[src/design/pport_map.svh]
`ifndef PPORT_MAP_SVH
`define PPORT_MAP_SVH

// ----------------------------------------------------------------
// Register offsets (byte addresses)
// ----------------------------------------------------------------
`define CTRL_OFS       8'h00
`define PAD_EN_OFS     8'h04
`define STATUS_OFS     8'h08
`define IRQ_STAT_OFS   8'h0c
`define IRQ_MASK_OFS   8'h10
`define ADDR_OFS       8'h14
`define IN_SLOT_OFS    8'h20
`define OUT_SLOT_OFS   8'h30

// ----------------------------------------------------------------
// Field positions
// ----------------------------------------------------------------
`define CTRL_SLAVE_EN  0
`define CTRL_CS_FUNC_LSB 6
`define CTRL_MUX_LSB   11
`define ST_IN_ALL_FULL 15
`define ST_IN_OVF      14
`define ST_IN_SLOT_LSB 8
`define ST_OUT_ALL_EMPTY 7
`define ST_OUT_UNF     6
`define ST_OUT_SLOT_LSB 0
`define IRQ_OVF_BIT    0
`define IRQ_UNF_BIT    1

// ----------------------------------------------------------------
// Encodings and reset values
// ----------------------------------------------------------------
`define CS_FUNC_TWO_ONLY 2'h1
`define CS_FUNC_BOTH   2'h2
`define MUX_DEMUX      2'h0
`define CTRL_RST       32'h0000_0000
`define PAD_EN_RST     16'h0000
`define IN_FULL_RST    1'b0
`define OUT_EMPTY_RST  1'b1

`endif

[src/design/pport_pkg.sv]
package pport_pkg;

  // Pins of the external parallel master, as seen at the pads
  typedef struct packed {
    logic       cs;
    logic       wr;
    logic       rd;
    logic [7:0] data;
  } ext_bus_t;

  // Decoded pad function for one address pad
  typedef struct packed {
    logic en;
    logic alt_sel;
    logic addr_bit;
    logic alt_bit;
  } pad_ctl_t;

endpackage

[src/design/pad_cell.sv]
`timescale 1ns/1ps
module pad_cell
  import pport_pkg::*;
(
  // Clock and reset
  input  wire logic     clk_i,
  input  wire logic     rst_n_i,
  // Decoded function
  input  wire pad_ctl_t ctl_i,
  // Pad drive
  output logic          pad_o,
  output logic          oe_o
);

  wire logic val_nxt;

  assign val_nxt = ctl_i.alt_sel ? ctl_i.alt_bit : ctl_i.addr_bit;

  // A disabled pad is released to general-purpose I/O
  always_ff @(posedge clk_i or negedge rst_n_i) begin
    if (!rst_n_i) begin
      pad_o <= 1'b0;
      oe_o <= 1'b0;
    end else begin
      pad_o <= ctl_i.en ? val_nxt : 1'b0;
      oe_o <= ctl_i.en;
    end
  end

endmodule

[src/design/pport_slave.sv]
// Local design decisions: the APB register port and the placing of the registers.
`timescale 1ns/1ps
`include "pport_map.svh"

// What this block does
// - Top pads enabled: address or chip selects
// - Middle enable bits route address lines to pads
// - Low pads enabled: address or latch strobes
// - Chip-select field picks top pad function
// - Address mux mode picks low pad function
// - Pad enable upper half unimplemented
// - Status tracks slave buffers in slave mode
// - Input-all-full while every input slot full
// - Input overflow sticky, cleared by software write
// - Slot full flags clear on software read
// - Output-all-empty while every output slot empty
// - Output underflow sticky, cleared by software write
// - Slot empty flags clear on software write
// - Overflow or underflow raises error interrupt
// - Unused status bits read zero
module pport_slave
  import pport_pkg::*;
#(
  parameter int SLOTS = 4,
  parameter int PADS = 16
) (
  // Clock and reset
  input  wire logic             clk_i,
  input  wire logic             rst_n_i,
  // APB slave
  input  wire logic             psel_i,
  input  wire logic             penable_i,
  input  wire logic             pwrite_i,
  input  wire logic [7:0]       paddr_i,
  input  wire logic [31:0]      pwdata_i,
  output logic [31:0]           prdata_o,
  output logic                  pready_o,
  output logic                  pslverr_o,
  // External parallel master
  input  wire ext_bus_t         ext_i,
  output logic [7:0]            ext_data_o,
  output logic                  ext_data_oe_o,
  // Latch strobes from the port sequencer
  input  wire logic             latch_high_i,
  input  wire logic             latch_low_i,
  // Address pads
  output logic [PADS-1:0]       pad_out_o,
  output logic [PADS-1:0]       pad_oe_o,
  // Interrupt
  output logic                  port_error_interrupt_o
);

  // ----------------------------------------------------------------
  // Pin synchronisers
  // ----------------------------------------------------------------
  ext_bus_t ext_s1_r;
  ext_bus_t ext_s2_r;
  ext_bus_t ext_prev_r;

  always_ff @(posedge clk_i or negedge rst_n_i) begin
    if (!rst_n_i) begin
      ext_s1_r <= '0;
      ext_s2_r <= '0;
      ext_prev_r <= '0;
    end else begin
      ext_s1_r <= ext_i;
      ext_s2_r <= ext_s1_r;
      ext_prev_r <= ext_s2_r;
    end
  end

  // ----------------------------------------------------------------
  // Registers
  // ----------------------------------------------------------------
  logic [31:0] ctrl_r;
  logic [15:0] pad_en_r;
  logic [15:0] addr_r;
  logic [1:0] irq_mask_r;
  logic [1:0] irq_stat_r;
  logic in_ovf_r;
  logic out_unf_r;
  logic [1:0] in_wp_r;
  logic [1:0] out_rp_r;

  // ----------------------------------------------------------------
  // APB decode
  // ----------------------------------------------------------------
  wire logic access;
  wire logic wr_fire;
  wire logic rd_fire;
  wire logic sel_ctrl;
  wire logic sel_pad_en;
  wire logic sel_status;
  wire logic sel_irq_stat;
  wire logic sel_irq_mask;
  wire logic sel_addr;
  wire logic sel_in;
  wire logic sel_out;
  wire logic mapped;
  wire logic [1:0] slot_idx;

  // One wait state lets read data come straight from a flip-flop
  assign access = psel_i & penable_i;
  assign wr_fire = access & pready_o & pwrite_i;
  assign rd_fire = access & pready_o & ~pwrite_i;
  assign sel_ctrl = paddr_i == `CTRL_OFS;
  assign sel_pad_en = paddr_i == `PAD_EN_OFS;
  assign sel_status = paddr_i == `STATUS_OFS;
  assign sel_irq_stat = paddr_i == `IRQ_STAT_OFS;
  assign sel_irq_mask = paddr_i == `IRQ_MASK_OFS;
  assign sel_addr = paddr_i == `ADDR_OFS;
  assign sel_in = (paddr_i & 8'hf3) == `IN_SLOT_OFS;
  assign sel_out = (paddr_i & 8'hf3) == `OUT_SLOT_OFS;
  assign slot_idx = paddr_i[3:2];
  assign mapped = sel_ctrl | sel_pad_en | sel_status | sel_irq_stat |
                  sel_irq_mask | sel_addr | sel_in | sel_out;

  // ----------------------------------------------------------------
  // Slave strobes from the external master
  // ----------------------------------------------------------------
  wire logic slave_en;
  wire logic ext_wr_pulse;
  wire logic ext_rd_pulse;
  wire logic [SLOTS-1:0] in_full;
  wire logic [SLOTS-1:0] out_empty;
  wire logic [7:0] in_data [SLOTS];
  wire logic [7:0] out_data [SLOTS];
  wire logic ovf_evt;
  wire logic unf_evt;
  wire logic in_all_full;
  wire logic out_all_empty;

  // Strobes are ignored outside slave mode
  assign slave_en = ctrl_r[`CTRL_SLAVE_EN];
  assign ext_wr_pulse = slave_en & ext_s2_r.cs & ext_s2_r.wr &
                        ~ext_prev_r.wr;
  assign ext_rd_pulse = slave_en & ext_s2_r.cs & ext_s2_r.rd &
                        ~ext_prev_r.rd;
  assign ovf_evt = ext_wr_pulse & in_full[in_wp_r];
  assign unf_evt = ext_rd_pulse & out_empty[out_rp_r];
  assign in_all_full = &in_full;
  assign out_all_empty = &out_empty;

  // ----------------------------------------------------------------
  // Buffer slots
  // ----------------------------------------------------------------
  for (genvar i = 0; i < SLOTS; i++) begin : g_slot
    wire logic in_set;
    wire logic in_clr;
    wire logic out_set;
    wire logic out_clr;

    // A write to a full slot is dropped and only flags overflow
    assign in_set = ext_wr_pulse & (in_wp_r == 2'(i)) & ~in_full[i];
    assign in_clr = rd_fire & sel_in & (slot_idx == 2'(i));
    assign out_set = ext_rd_pulse & (out_rp_r == 2'(i)) & ~out_empty[i];
    assign out_clr = wr_fire & sel_out & (slot_idx == 2'(i));

    slot_buf #(.W(8), .FLAG_RST(`IN_FULL_RST)) u_in (
      .clk_i(clk_i),
      .rst_n_i(rst_n_i),
      .set_i(in_set),
      .clr_i(in_clr),
      .load_i(in_set),
      .data_i(ext_s2_r.data),
      .flag_o(in_full[i]),
      .data_o(in_data[i])
    );

    slot_buf #(.W(8), .FLAG_RST(`OUT_EMPTY_RST)) u_out (
      .clk_i(clk_i),
      .rst_n_i(rst_n_i),
      .set_i(out_set),
      .clr_i(out_clr),
      .load_i(out_clr),
      .data_i(pwdata_i[7:0]),
      .flag_o(out_empty[i]),
      .data_o(out_data[i])
    );
  end

  // Slots are taken in turn; a refused access does not advance
  always_ff @(posedge clk_i or negedge rst_n_i) begin
    if (!rst_n_i) begin
      in_wp_r <= 2'h0;
      out_rp_r <= 2'h0;
    end else begin
      if (ext_wr_pulse & ~in_full[in_wp_r]) begin
        in_wp_r <= in_wp_r + 2'h1;
      end
      if (ext_rd_pulse & ~out_empty[out_rp_r]) begin
        out_rp_r <= out_rp_r + 2'h1;
      end
    end
  end

  // An empty slot answers zero to the external master
  always_ff @(posedge clk_i or negedge rst_n_i) begin
    if (!rst_n_i) begin
      ext_data_o <= 8'h00;
      ext_data_oe_o <= 1'b0;
    end else begin
      if (ext_rd_pulse) begin
        ext_data_o <= out_empty[out_rp_r] ? 8'h00 : out_data[out_rp_r];
      end
      ext_data_oe_o <= slave_en & ext_s2_r.cs & ext_s2_r.rd;
    end
  end

  // ----------------------------------------------------------------
  // Status and interrupt
  // ----------------------------------------------------------------
  wire logic [31:0] status_val;
  wire logic in_ovf_clr;
  wire logic out_unf_clr;
  wire logic [1:0] irq_evt;
  wire logic [1:0] irq_rd_clr;

  assign status_val = {16'h0000, in_all_full, in_ovf_r, 2'h0, in_full,
                       out_all_empty, out_unf_r, 2'h0, out_empty};
  // Writing zero clears a sticky flag; writing one leaves it
  assign in_ovf_clr = wr_fire & sel_status & ~pwdata_i[`ST_IN_OVF];
  assign out_unf_clr = wr_fire & sel_status & ~pwdata_i[`ST_OUT_UNF];
  assign irq_evt = {unf_evt, ovf_evt};
  // Only bits already shown to software are cleared by the read
  assign irq_rd_clr = (rd_fire & sel_irq_stat) ? prdata_o[1:0] : 2'h0;

  always_ff @(posedge clk_i or negedge rst_n_i) begin
    if (!rst_n_i) begin
      in_ovf_r <= 1'b0;
      out_unf_r <= 1'b0;
    end else begin
      in_ovf_r <= ovf_evt | (in_ovf_r & ~in_ovf_clr);
      out_unf_r <= unf_evt | (out_unf_r & ~out_unf_clr);
    end
  end

  always_ff @(posedge clk_i or negedge rst_n_i) begin
    if (!rst_n_i) begin
      irq_stat_r <= 2'h0;
      port_error_interrupt_o <= 1'b0;
    end else begin
      irq_stat_r <= irq_evt | (irq_stat_r & ~irq_rd_clr);
      // A set mask bit blocks its source; all sources pass after reset
      port_error_interrupt_o <= |(irq_stat_r & ~irq_mask_r);
    end
  end

  // ----------------------------------------------------------------
  // Register writes
  // ----------------------------------------------------------------
  always_ff @(posedge clk_i or negedge rst_n_i) begin
    if (!rst_n_i) begin
      ctrl_r <= `CTRL_RST;
      pad_en_r <= `PAD_EN_RST;
      addr_r <= 16'h0000;
      irq_mask_r <= 2'h0;
    end else if (wr_fire) begin
      if (sel_ctrl) begin
        ctrl_r <= pwdata_i;
      end
      if (sel_pad_en) begin
        pad_en_r <= pwdata_i[15:0];
      end
      if (sel_addr) begin
        addr_r <= pwdata_i[15:0];
      end
      if (sel_irq_mask) begin
        irq_mask_r <= pwdata_i[1:0];
      end
    end
  end

  // ----------------------------------------------------------------
  // APB read and handshake
  // ----------------------------------------------------------------
  wire logic [31:0] rd_val;

  assign rd_val =
    sel_ctrl     ? ctrl_r :
    sel_pad_en   ? {16'h0000, pad_en_r} :
    sel_status   ? status_val :
    sel_irq_stat ? {30'h0, irq_stat_r} :
    sel_irq_mask ? {30'h0, irq_mask_r} :
    sel_addr     ? {16'h0000, addr_r} :
    sel_in       ? {24'h0, in_data[slot_idx]} :
    sel_out      ? {24'h0, out_data[slot_idx]} :
                   32'h0000_0000;

  always_ff @(posedge clk_i or negedge rst_n_i) begin
    if (!rst_n_i) begin
      pready_o <= 1'b0;
      prdata_o <= 32'h0000_0000;
      pslverr_o <= 1'b0;
    end else begin
      pready_o <= access & ~pready_o;
      if (access & ~pready_o) begin
        prdata_o <= rd_val;
        pslverr_o <= ~mapped;
      end else begin
        pslverr_o <= 1'b0;
      end
    end
  end

  // ----------------------------------------------------------------
  // Pad functions
  // ----------------------------------------------------------------
  wire logic [1:0] cs_func;
  wire logic [1:0] mux_mode;
  wire logic [PADS-1:0] alt_sel;
  wire logic [PADS-1:0] alt_bit;

  assign cs_func = ctrl_r[`CTRL_CS_FUNC_LSB +: 2];
  assign mux_mode = ctrl_r[`CTRL_MUX_LSB +: 2];
  // Chip selects are active when their address register bit is set
  assign alt_sel[15] = (cs_func == `CS_FUNC_TWO_ONLY) |
                       (cs_func == `CS_FUNC_BOTH);
  assign alt_sel[14] = cs_func == `CS_FUNC_BOTH;
  assign alt_sel[13:2] = 12'h000;
  assign alt_sel[1] = mux_mode != `MUX_DEMUX;
  assign alt_sel[0] = mux_mode != `MUX_DEMUX;
  assign alt_bit = {addr_r[15:14], 12'h000, latch_high_i, latch_low_i};

  for (genvar p = 0; p < PADS; p++) begin : g_pad
    pad_ctl_t ctl;

    assign ctl = '{en: pad_en_r[p], alt_sel: alt_sel[p],
                   addr_bit: addr_r[p], alt_bit: alt_bit[p]};

    // Top pads middle pads low pads
    pad_cell u_pad (
      .clk_i(clk_i),
      .rst_n_i(rst_n_i),
      .ctl_i(ctl),
      .pad_o(pad_out_o[p]),
      .oe_o(pad_oe_o[p])
    );
  end

endmodule

[src/design/slot_buf.sv]
`timescale 1ns/1ps
module slot_buf #(
  parameter int W = 8,
  parameter logic FLAG_RST = 1'b0
) (
  // Clock and reset
  input  wire logic         clk_i,
  input  wire logic         rst_n_i,
  // Flag control
  input  wire logic         set_i,
  input  wire logic         clr_i,
  // Byte storage
  input  wire logic         load_i,
  input  wire logic [W-1:0] data_i,
  output logic              flag_o,
  output logic [W-1:0]      data_o
);

  // Set wins so an event in the clearing cycle is never lost
  always_ff @(posedge clk_i or negedge rst_n_i) begin
    if (!rst_n_i) begin
      flag_o <= FLAG_RST;
    end else if (set_i) begin
      flag_o <= 1'b1;
    end else if (clr_i) begin
      flag_o <= 1'b0;
    end
  end

  always_ff @(posedge clk_i or negedge rst_n_i) begin
    if (!rst_n_i) begin
      data_o <= '0;
    end else if (load_i) begin
      data_o <= data_i;
    end
  end

endmodule

[config.mk]
export PLATFORM = sky130hd
export DESIGN_NAME = pport_slave
export DESIGN_NICKNAME = d
export VERILOG_FILES = /design/src/design/pport_pkg.sv /design/src/design/pad_cell.sv /design/src/design/pport_slave.sv /design/src/design/slot_buf.sv
export VERILOG_INCLUDE_DIRS = /design/src /design/src/design
export SDC_FILE = /design/constraint.sdc
export NUM_CORES = 1
export LEC_CHECK = 0
export BUFFER_PORTS_ARGS = -buffer_cell sky130_fd_sc_hd__buf_2
export CAP_MARGIN = 10
export CORE_MARGIN = 5
export CORE_UTILIZATION = 40
export DETAILED_ROUTE_END_ITERATION = 8
export SYNTH_ARGS = -nofsm -noshare
export SYNTH_HDL_FRONTEND = slang
export SYNTH_SLANG_ARGS = --single-unit
[constraint.sdc]
create_clock -name clk_i -period 4.6 [get_ports clk_i]
set_input_delay 1.15 -clock clk_i [delete_from_list [all_inputs] [get_ports clk_i]]
set_output_delay 1.15 -clock clk_i [all_outputs]
set_load 0.02 [all_outputs]
# Word-level counts from Yosys, hierarchy flattened

Index checks and enable logic that the tools add are counted.
W data, S select, Z words.

Register bits: 246
Input port bits: 58
Output and inout port bits: 76
Word-level logic and storage cells: 254

$add $sub $neg: 2
$lt $le $gt $ge: 4
Equality and inequality tests: 16
Mux-type cells: 58
Bitwise operators: 81
Reductions and logical operators: 20

Operator list:

| operator              | count |
|---|---|
| $mux W16              | 5 |
| $mux W8               | 9 |
| $bmux W8 S2           | 3 |
| $and A1 B1 Y1         | 46 |
| $mux W1               | 37 |
| $mux W32              | 1 |
| $not A1 Y1            | 19 |
| $reduce_bool A2 Y1    | 9 |
| $eq A8 B4 Y1 const B  | 2 |
| $eq A8 B5 Y1 const B  | 2 |
| $eq A2 B2 Y1 const B  | 6 |
| $eq A6 B4 Y1 const B  | 2 |
| $or A1 B1 Y1          | 9 |
| $eq A8 B3 Y1 const B  | 1 |
| $logic_not A8 Y1      | 1 |
| $reduce_and A2 Y1     | 4 |
| $reduce_and A4 Y1     | 2 |
| $eq A2 B1 Y1 const B  | 3 |
| $ge A3 B3 Y1 const B  | 2 |
| $logic_not A2 Y1      | 3 |
| $lt A2 B3 Y1 const B  | 2 |
| $not A2 Y3            | 2 |
| $add A2 B1 Y2 const B | 2 |
| $and A2 B2 Y2         | 2 |
| other kinds (5)       | 7 |

# Longest topological paths before layout

Depth after elaboration: 12
Gate-level depth with buffers: 8
Gate-level depth less buffers: 6

# By module

From an unflattened synthesis, not the netlist that was laid out.

Cell total of the unflattened synthesis: 754
Area, all modules: 10837.9 µm²

Modules (own cells, without submodules):

| module                          | instances | cells each | area each (µm²) | seq. area each (µm²) |
|---|---|---|---|---|
| pport_slave                     | 1         | 530        | 6829.0          | 3553.4 |
| slot_buf at g_slot[0].u_out ... | 4         | 20         | 369.1           | 226.5 |
| slot_buf at g_slot[0].u_in ...  | 4         | 20         | 367.9           | 225.2 |
| pad_cell                        | 16        | 4          | 66.3            | 50.0 |

# Worst setup path after synthesis

No wires, ideal clock.

Path kind: input -> register
Start: input port paddr_i[1]
End: register addr_r[10]
Library setup time: 0.125 ns
Data arrival time: 2.696 ns
Required time: 4.475 ns
Setup slack: 1.779 ns
Stages: 6
Buffers on the path: 2
Cells stage by stage: or4_4 > nor2_4 > and3_1 > buf_2 > buf_4 > mux2_2

Longest elaborated chain between the ends: 2

RTL lines:

| element                     | RTL line           | RTL |
|---|---|---|
| start: declaration          | pport_slave.sv:34  | `input wire logic [7:0] paddr_i,` |
| $eq A8 B5 Y1 (no line)      | --                 |  |
| $reduce_and A2 Y1 (no line) | --                 |  |
| end signal: assignment      | pport_slave.sv:266 | `addr_r <= pwdata_i[15:0];` |
| end: declaration            | pport_slave.sv:77  | `logic [15:0] addr_r;` |

Every way passes these cells.
A chain may end at the register's enable or synchronous reset.

# Worst setup path in the final report

Start: input port paddr_i[1]
End: register g_slot[2].u_out.data_o[7]

Longest elaborated chain between the ends: 3

RTL lines:

| element                     | RTL line           | RTL |
|---|---|---|
| $eq A6 B4 Y1 (no line)      | --                 |  |
| $and A1 B1 Y1 (2 in series) | pport_slave.sv:157 | `assign out_clr = wr_fire & sel_out & (slot_idx == 2'(i));` |
| end signal: assignment      | slot_buf.sv:34     | `data_o <= data_i;` |
| end: declaration            | slot_buf.sv:16     | `output logic [W-1:0] data_o` |

Every way passes these cells.

==> summary.md <==
| Metric | Value |
|---|---|
| Setup_tns | `0 ps` |
| Origin of the critical flop-to-flop path | `pready_o$_DFF_PN0_` |
| Peak supply drop | `0.000258 V` |
| Fillers | `2351` |
| GR Util met2 | `26.6%` |
| Pin count of the biggest net entering global routing | `103` |
| Hold WC Path Type | `reg -> reg` |
| Slowest cell on crit path | `nor4_2` |
| Min cycle time layout | `2860 ps` |
| Ys Warns | `0` |
| Slew @ Worst Pin | `roughly 920 ps` |
| Busiest layer in global routing | `met2` |
| Mapped Nets | `834` |
| P_leak | `6.17 nW` |
| Via Count | `6562` |
| I/O Buffers | `between 100 and 150` |
| Worst Path Class, Setup | `in -> reg` |
| Fin cells | `1230` |
| Antenna Cells | `0` |
| Final Max Tran Viols | `0` |
| Synth top cells by count | `242 x dfrtp_1, 85 x mux2_2, 58 x nand2_1` |
| Placer Congestion | `0.834` |
| DR vias/cell | `5.33` |
| Clk slew on worst S/H paths | `approximately 60 ps` |
| Maxcap violations | `0` |
| Final Setup Violations | `0` |
| DRC viols | `0` |
| CTS tree | `yes` |
| Placed instance count | `roughly 1.2k` |
| Die W | `172 µm` |
| WP data arrival | `3270 ps` |
| Vias in the first global route | `approximately 6.7k` |
| Final wirelength | `24.5 mm` |
| Per-cell routed wire length | `20.0 µm` |
| Total Nets Final | `around 940` |
| Netlist cell types | `57` |
| ANT nets after route | `0` |
| Root buffer cell | `clkbuf_16` |
| GR Util All Layers | `between 15 and 20%` |
| Top delay family on crit path | `simple AND/OR/NAND/NOR gates` |
| P&R area growth vs syn | `16.2%` |
| Number of synthesized flops with an enable pin | `0` |
| Die Height | `between 150 and 200 µm` |
| 1st-pass router iterations | `5` |
| Post-Layout Inst Area | `12200 µm²` |
| Worst Hold Path EP | `ext_s2_r[8]$_DFF_PN0_` |
| H-tree levels | `1` |
| Asr flop ratio synth | `between 90% and 100%` |
| Critical path's largest stage delay | `560 ps` |
| Final hold violation count | `0` |
| Die area | `~30000 µm²` |
| Top FF cell, synth | `dfrtp_1` |
| R2R setup slack | `2230 ps` |
| Placed Area | `11300 µm²` |
| DP HPWL | `16.8 mm` |
| Ranking of synthesized cells by area | `dfrtp_1 58%, mux2_2 9.1%, mux2_1 5.4%` |
| Cells after Synth | `768` |
| Max transition margin | `38.6%` |
| First-pass GRT wire length | `between 30 and 40 mm` |
| DR iter-0 viols | `420` |
| Clk buf depth | `3` |
| Status | `finished clean` |
| Cell Rows | `59` |
| Met3 usage | `2.92%` |
| Grt ovf | `0` |
| Mean Syn Cell Area | `~14 µm²` |
| Count leader, synth | `dfrtp_1` |
| Worst flop-to-flop path endpoint | `pad_en_r[2]$_DFFE_PN0P_` |
| Resized Gates After CTS | `0` |
| #FFs+latches synth | `246` |
| CP Capture Type | `flop` |
| CP Cell Sequence | `buf_2, nor4_2, and2_1, buf_4, nand2_1, nor3_4, mux2_2` |
| Initial Utilization | `40.4%` |
| Number of CTS-inserted buffers | `27` |
| TritonCTS Sinks | `246` |
| Clk Latency, worst-skew pair | `540 ps` |
| Cell taking the most area after synthesis | `dfrtp_1` |
| Post-Route Skew | `between 15 and 20 ps` |
| Seq/Total Area, Yosys | `58.8%` |
| M1 GR Usage | `23.7%` |
| Final period utilization | `between 60% and 70%` |
| Post-CTS setup buffers | `0` |
| Power per cell area | `roughly 380 nW/µm²` |
| Cell area after synthesis | `10500 µm²` |
| Ports | `134` |
| Initial antenna violation count | `0` |
| Top cell type's share of synthesized area | `57.8%` |
| Layout cells sized above 1 | `34.4%` |
| Max Freq | `0.350 GHz` |
| Hold depth | `0` |
| Setup crit start kind | `input port` |
| CORE AREA | `25900 µm²` |
| Largest fanout on the critical path | `11` |
| Crit path buf inv count | `2` |
| Hold_sp | `ext_s1_r[8]$_DFF_PN0_` |
| R2r worst-path depth | `4` |
| RSZ-0062 raised after global routing | `false` |
| Hold-fix buffers, CTS | `0` |
| Req. time, crit path | `5010 ps` |
[where the power goes]
part           total [mW]  internal (mW)  switching, mW
Clock                2.17           1.31          0.858
Sequential           2.20           2.19         0.0159
Combinational       0.196         0.0595          0.136
Total                4.56           3.55           1.01
[registers in the layout, indices dropped and copies added (netlist names), 2 cells and up]
| name | cells |
|---|---|
| g_pad.u_pad.oe_o | 16 |
| pad_en_r | 16 |
| prdata_o | 32 |
| ext_prev_r | 2 |
| g_slot.u_out.data_o | 32 |
| g_slot.u_in.flag_o | 4 |
| ext_data_o | 8 |
| irq_stat_r | 2 |
| ctrl_r | 32 |
| ext_s2_r | 11 |
| g_pad.u_pad.pad_o | 16 |
| g_slot.u_in.data_o | 32 |
| ext_s1_r | 11 |
| irq_mask_r | 2 |
| addr_r | 16 |
| g_slot.u_out.flag_o | 4 |
| out_rp_r | 2 |
| in_wp_r | 2 |
[per-layer routing]
layer	part of all wire, %	wire, µm	vias to the layer above
li1	-	-	2954
met1	45	11000	3372
met2	47	11500	191
met3	5.9	1450	45
met4	2.5	625	0
met5	0	0	-
[cell type report]
type	instances	area, µm²	area share, %
sequential	246	6160	50.6
multi-input combinational	445	3880	31.9
timing repair buffer	144	771	6.33
clock buffer	36	749	6.16
tap	335	419	3.44
clock inverter	12	144	1.18
inverter	12	45.0	0.370
[metrics by stage]
| stage | hold WS [ps] | setup slack (ps) | power [mW] | util, % |
|---|---|---|---|---|
| detailed placement | 335 | 1230 | 2.44 | 43.5 |
| finish | 344 | 1740 | 4.56 | 47.0 |
| CTS | 347 | 1780 | 4.63 | 47.0 |
| global placement | 335 | 1270 | 2.44 | 43.5 |
| floorplan | 331 | 1780 | 2.32 | - |
| global route | 358 | 1680 | 4.74 | 47.0 |
[cells in the final DEF, fill, tap and decap left out, types with 5 or more instances in the layout]
master and n:
and2_1 17, clkbuf_1 5, mux2_2 85, a21oi_1 8
dfrtp_1 242, nor2_1 21, a22o_1 20, mux4_2 18
o22ai_1 6, a31oi_1 5, a22oi_1 13, o21ai_0 24
clkinv_2 6, clkbuf_16 27, buf_4 10, buf_2 132
nand3b_1 11, nand2_1 58, inv_1 11, mux2_1 50
ha_1 8, mux2i_1 23, nor2b_1 6, nand2b_1 10
a221oi_1 7
[cells by family after synthesis]
family | count (synthesis) | synth area share (%)
multiplexers | 176 | 20.6
XOR/XNOR | 2 | 0.167
AND/OR/NAND/NOR | 157 | 8.47
buffers and inverters | 77 | 4.16
adder cells (fa/ha/maj) | 8 | 0.956
AO/OA/AOI/OAI | 102 | 6.86
flip-flops | 246 | 58.8
[worst max-delay path by stage]
stage / from / endpoint / cells past startpoint
after CTS: paddr_i[1] / g_slot[2].u_out.data_o[7]$_DFFE_PN0P_ / 7
after detailed placement: paddr_i[1] / g_slot[2].u_out.data_o[0]$_DFFE_PN0P_ / 7
after global placement: paddr_i[1] / g_slot[2].u_out.data_o[2]$_DFFE_PN0P_ / 7
final: paddr_i[1] / g_slot[2].u_out.data_o[7]$_DFFE_PN0P_ / 7
after floorplan: paddr_i[1] / addr_r[10]$_DFFE_PN0P_ / 6
after global routing: paddr_i[1] / g_slot[2].u_out.data_o[6]$_DFFE_PN0P_ / 7
Power figures use the tool's default switching activity.
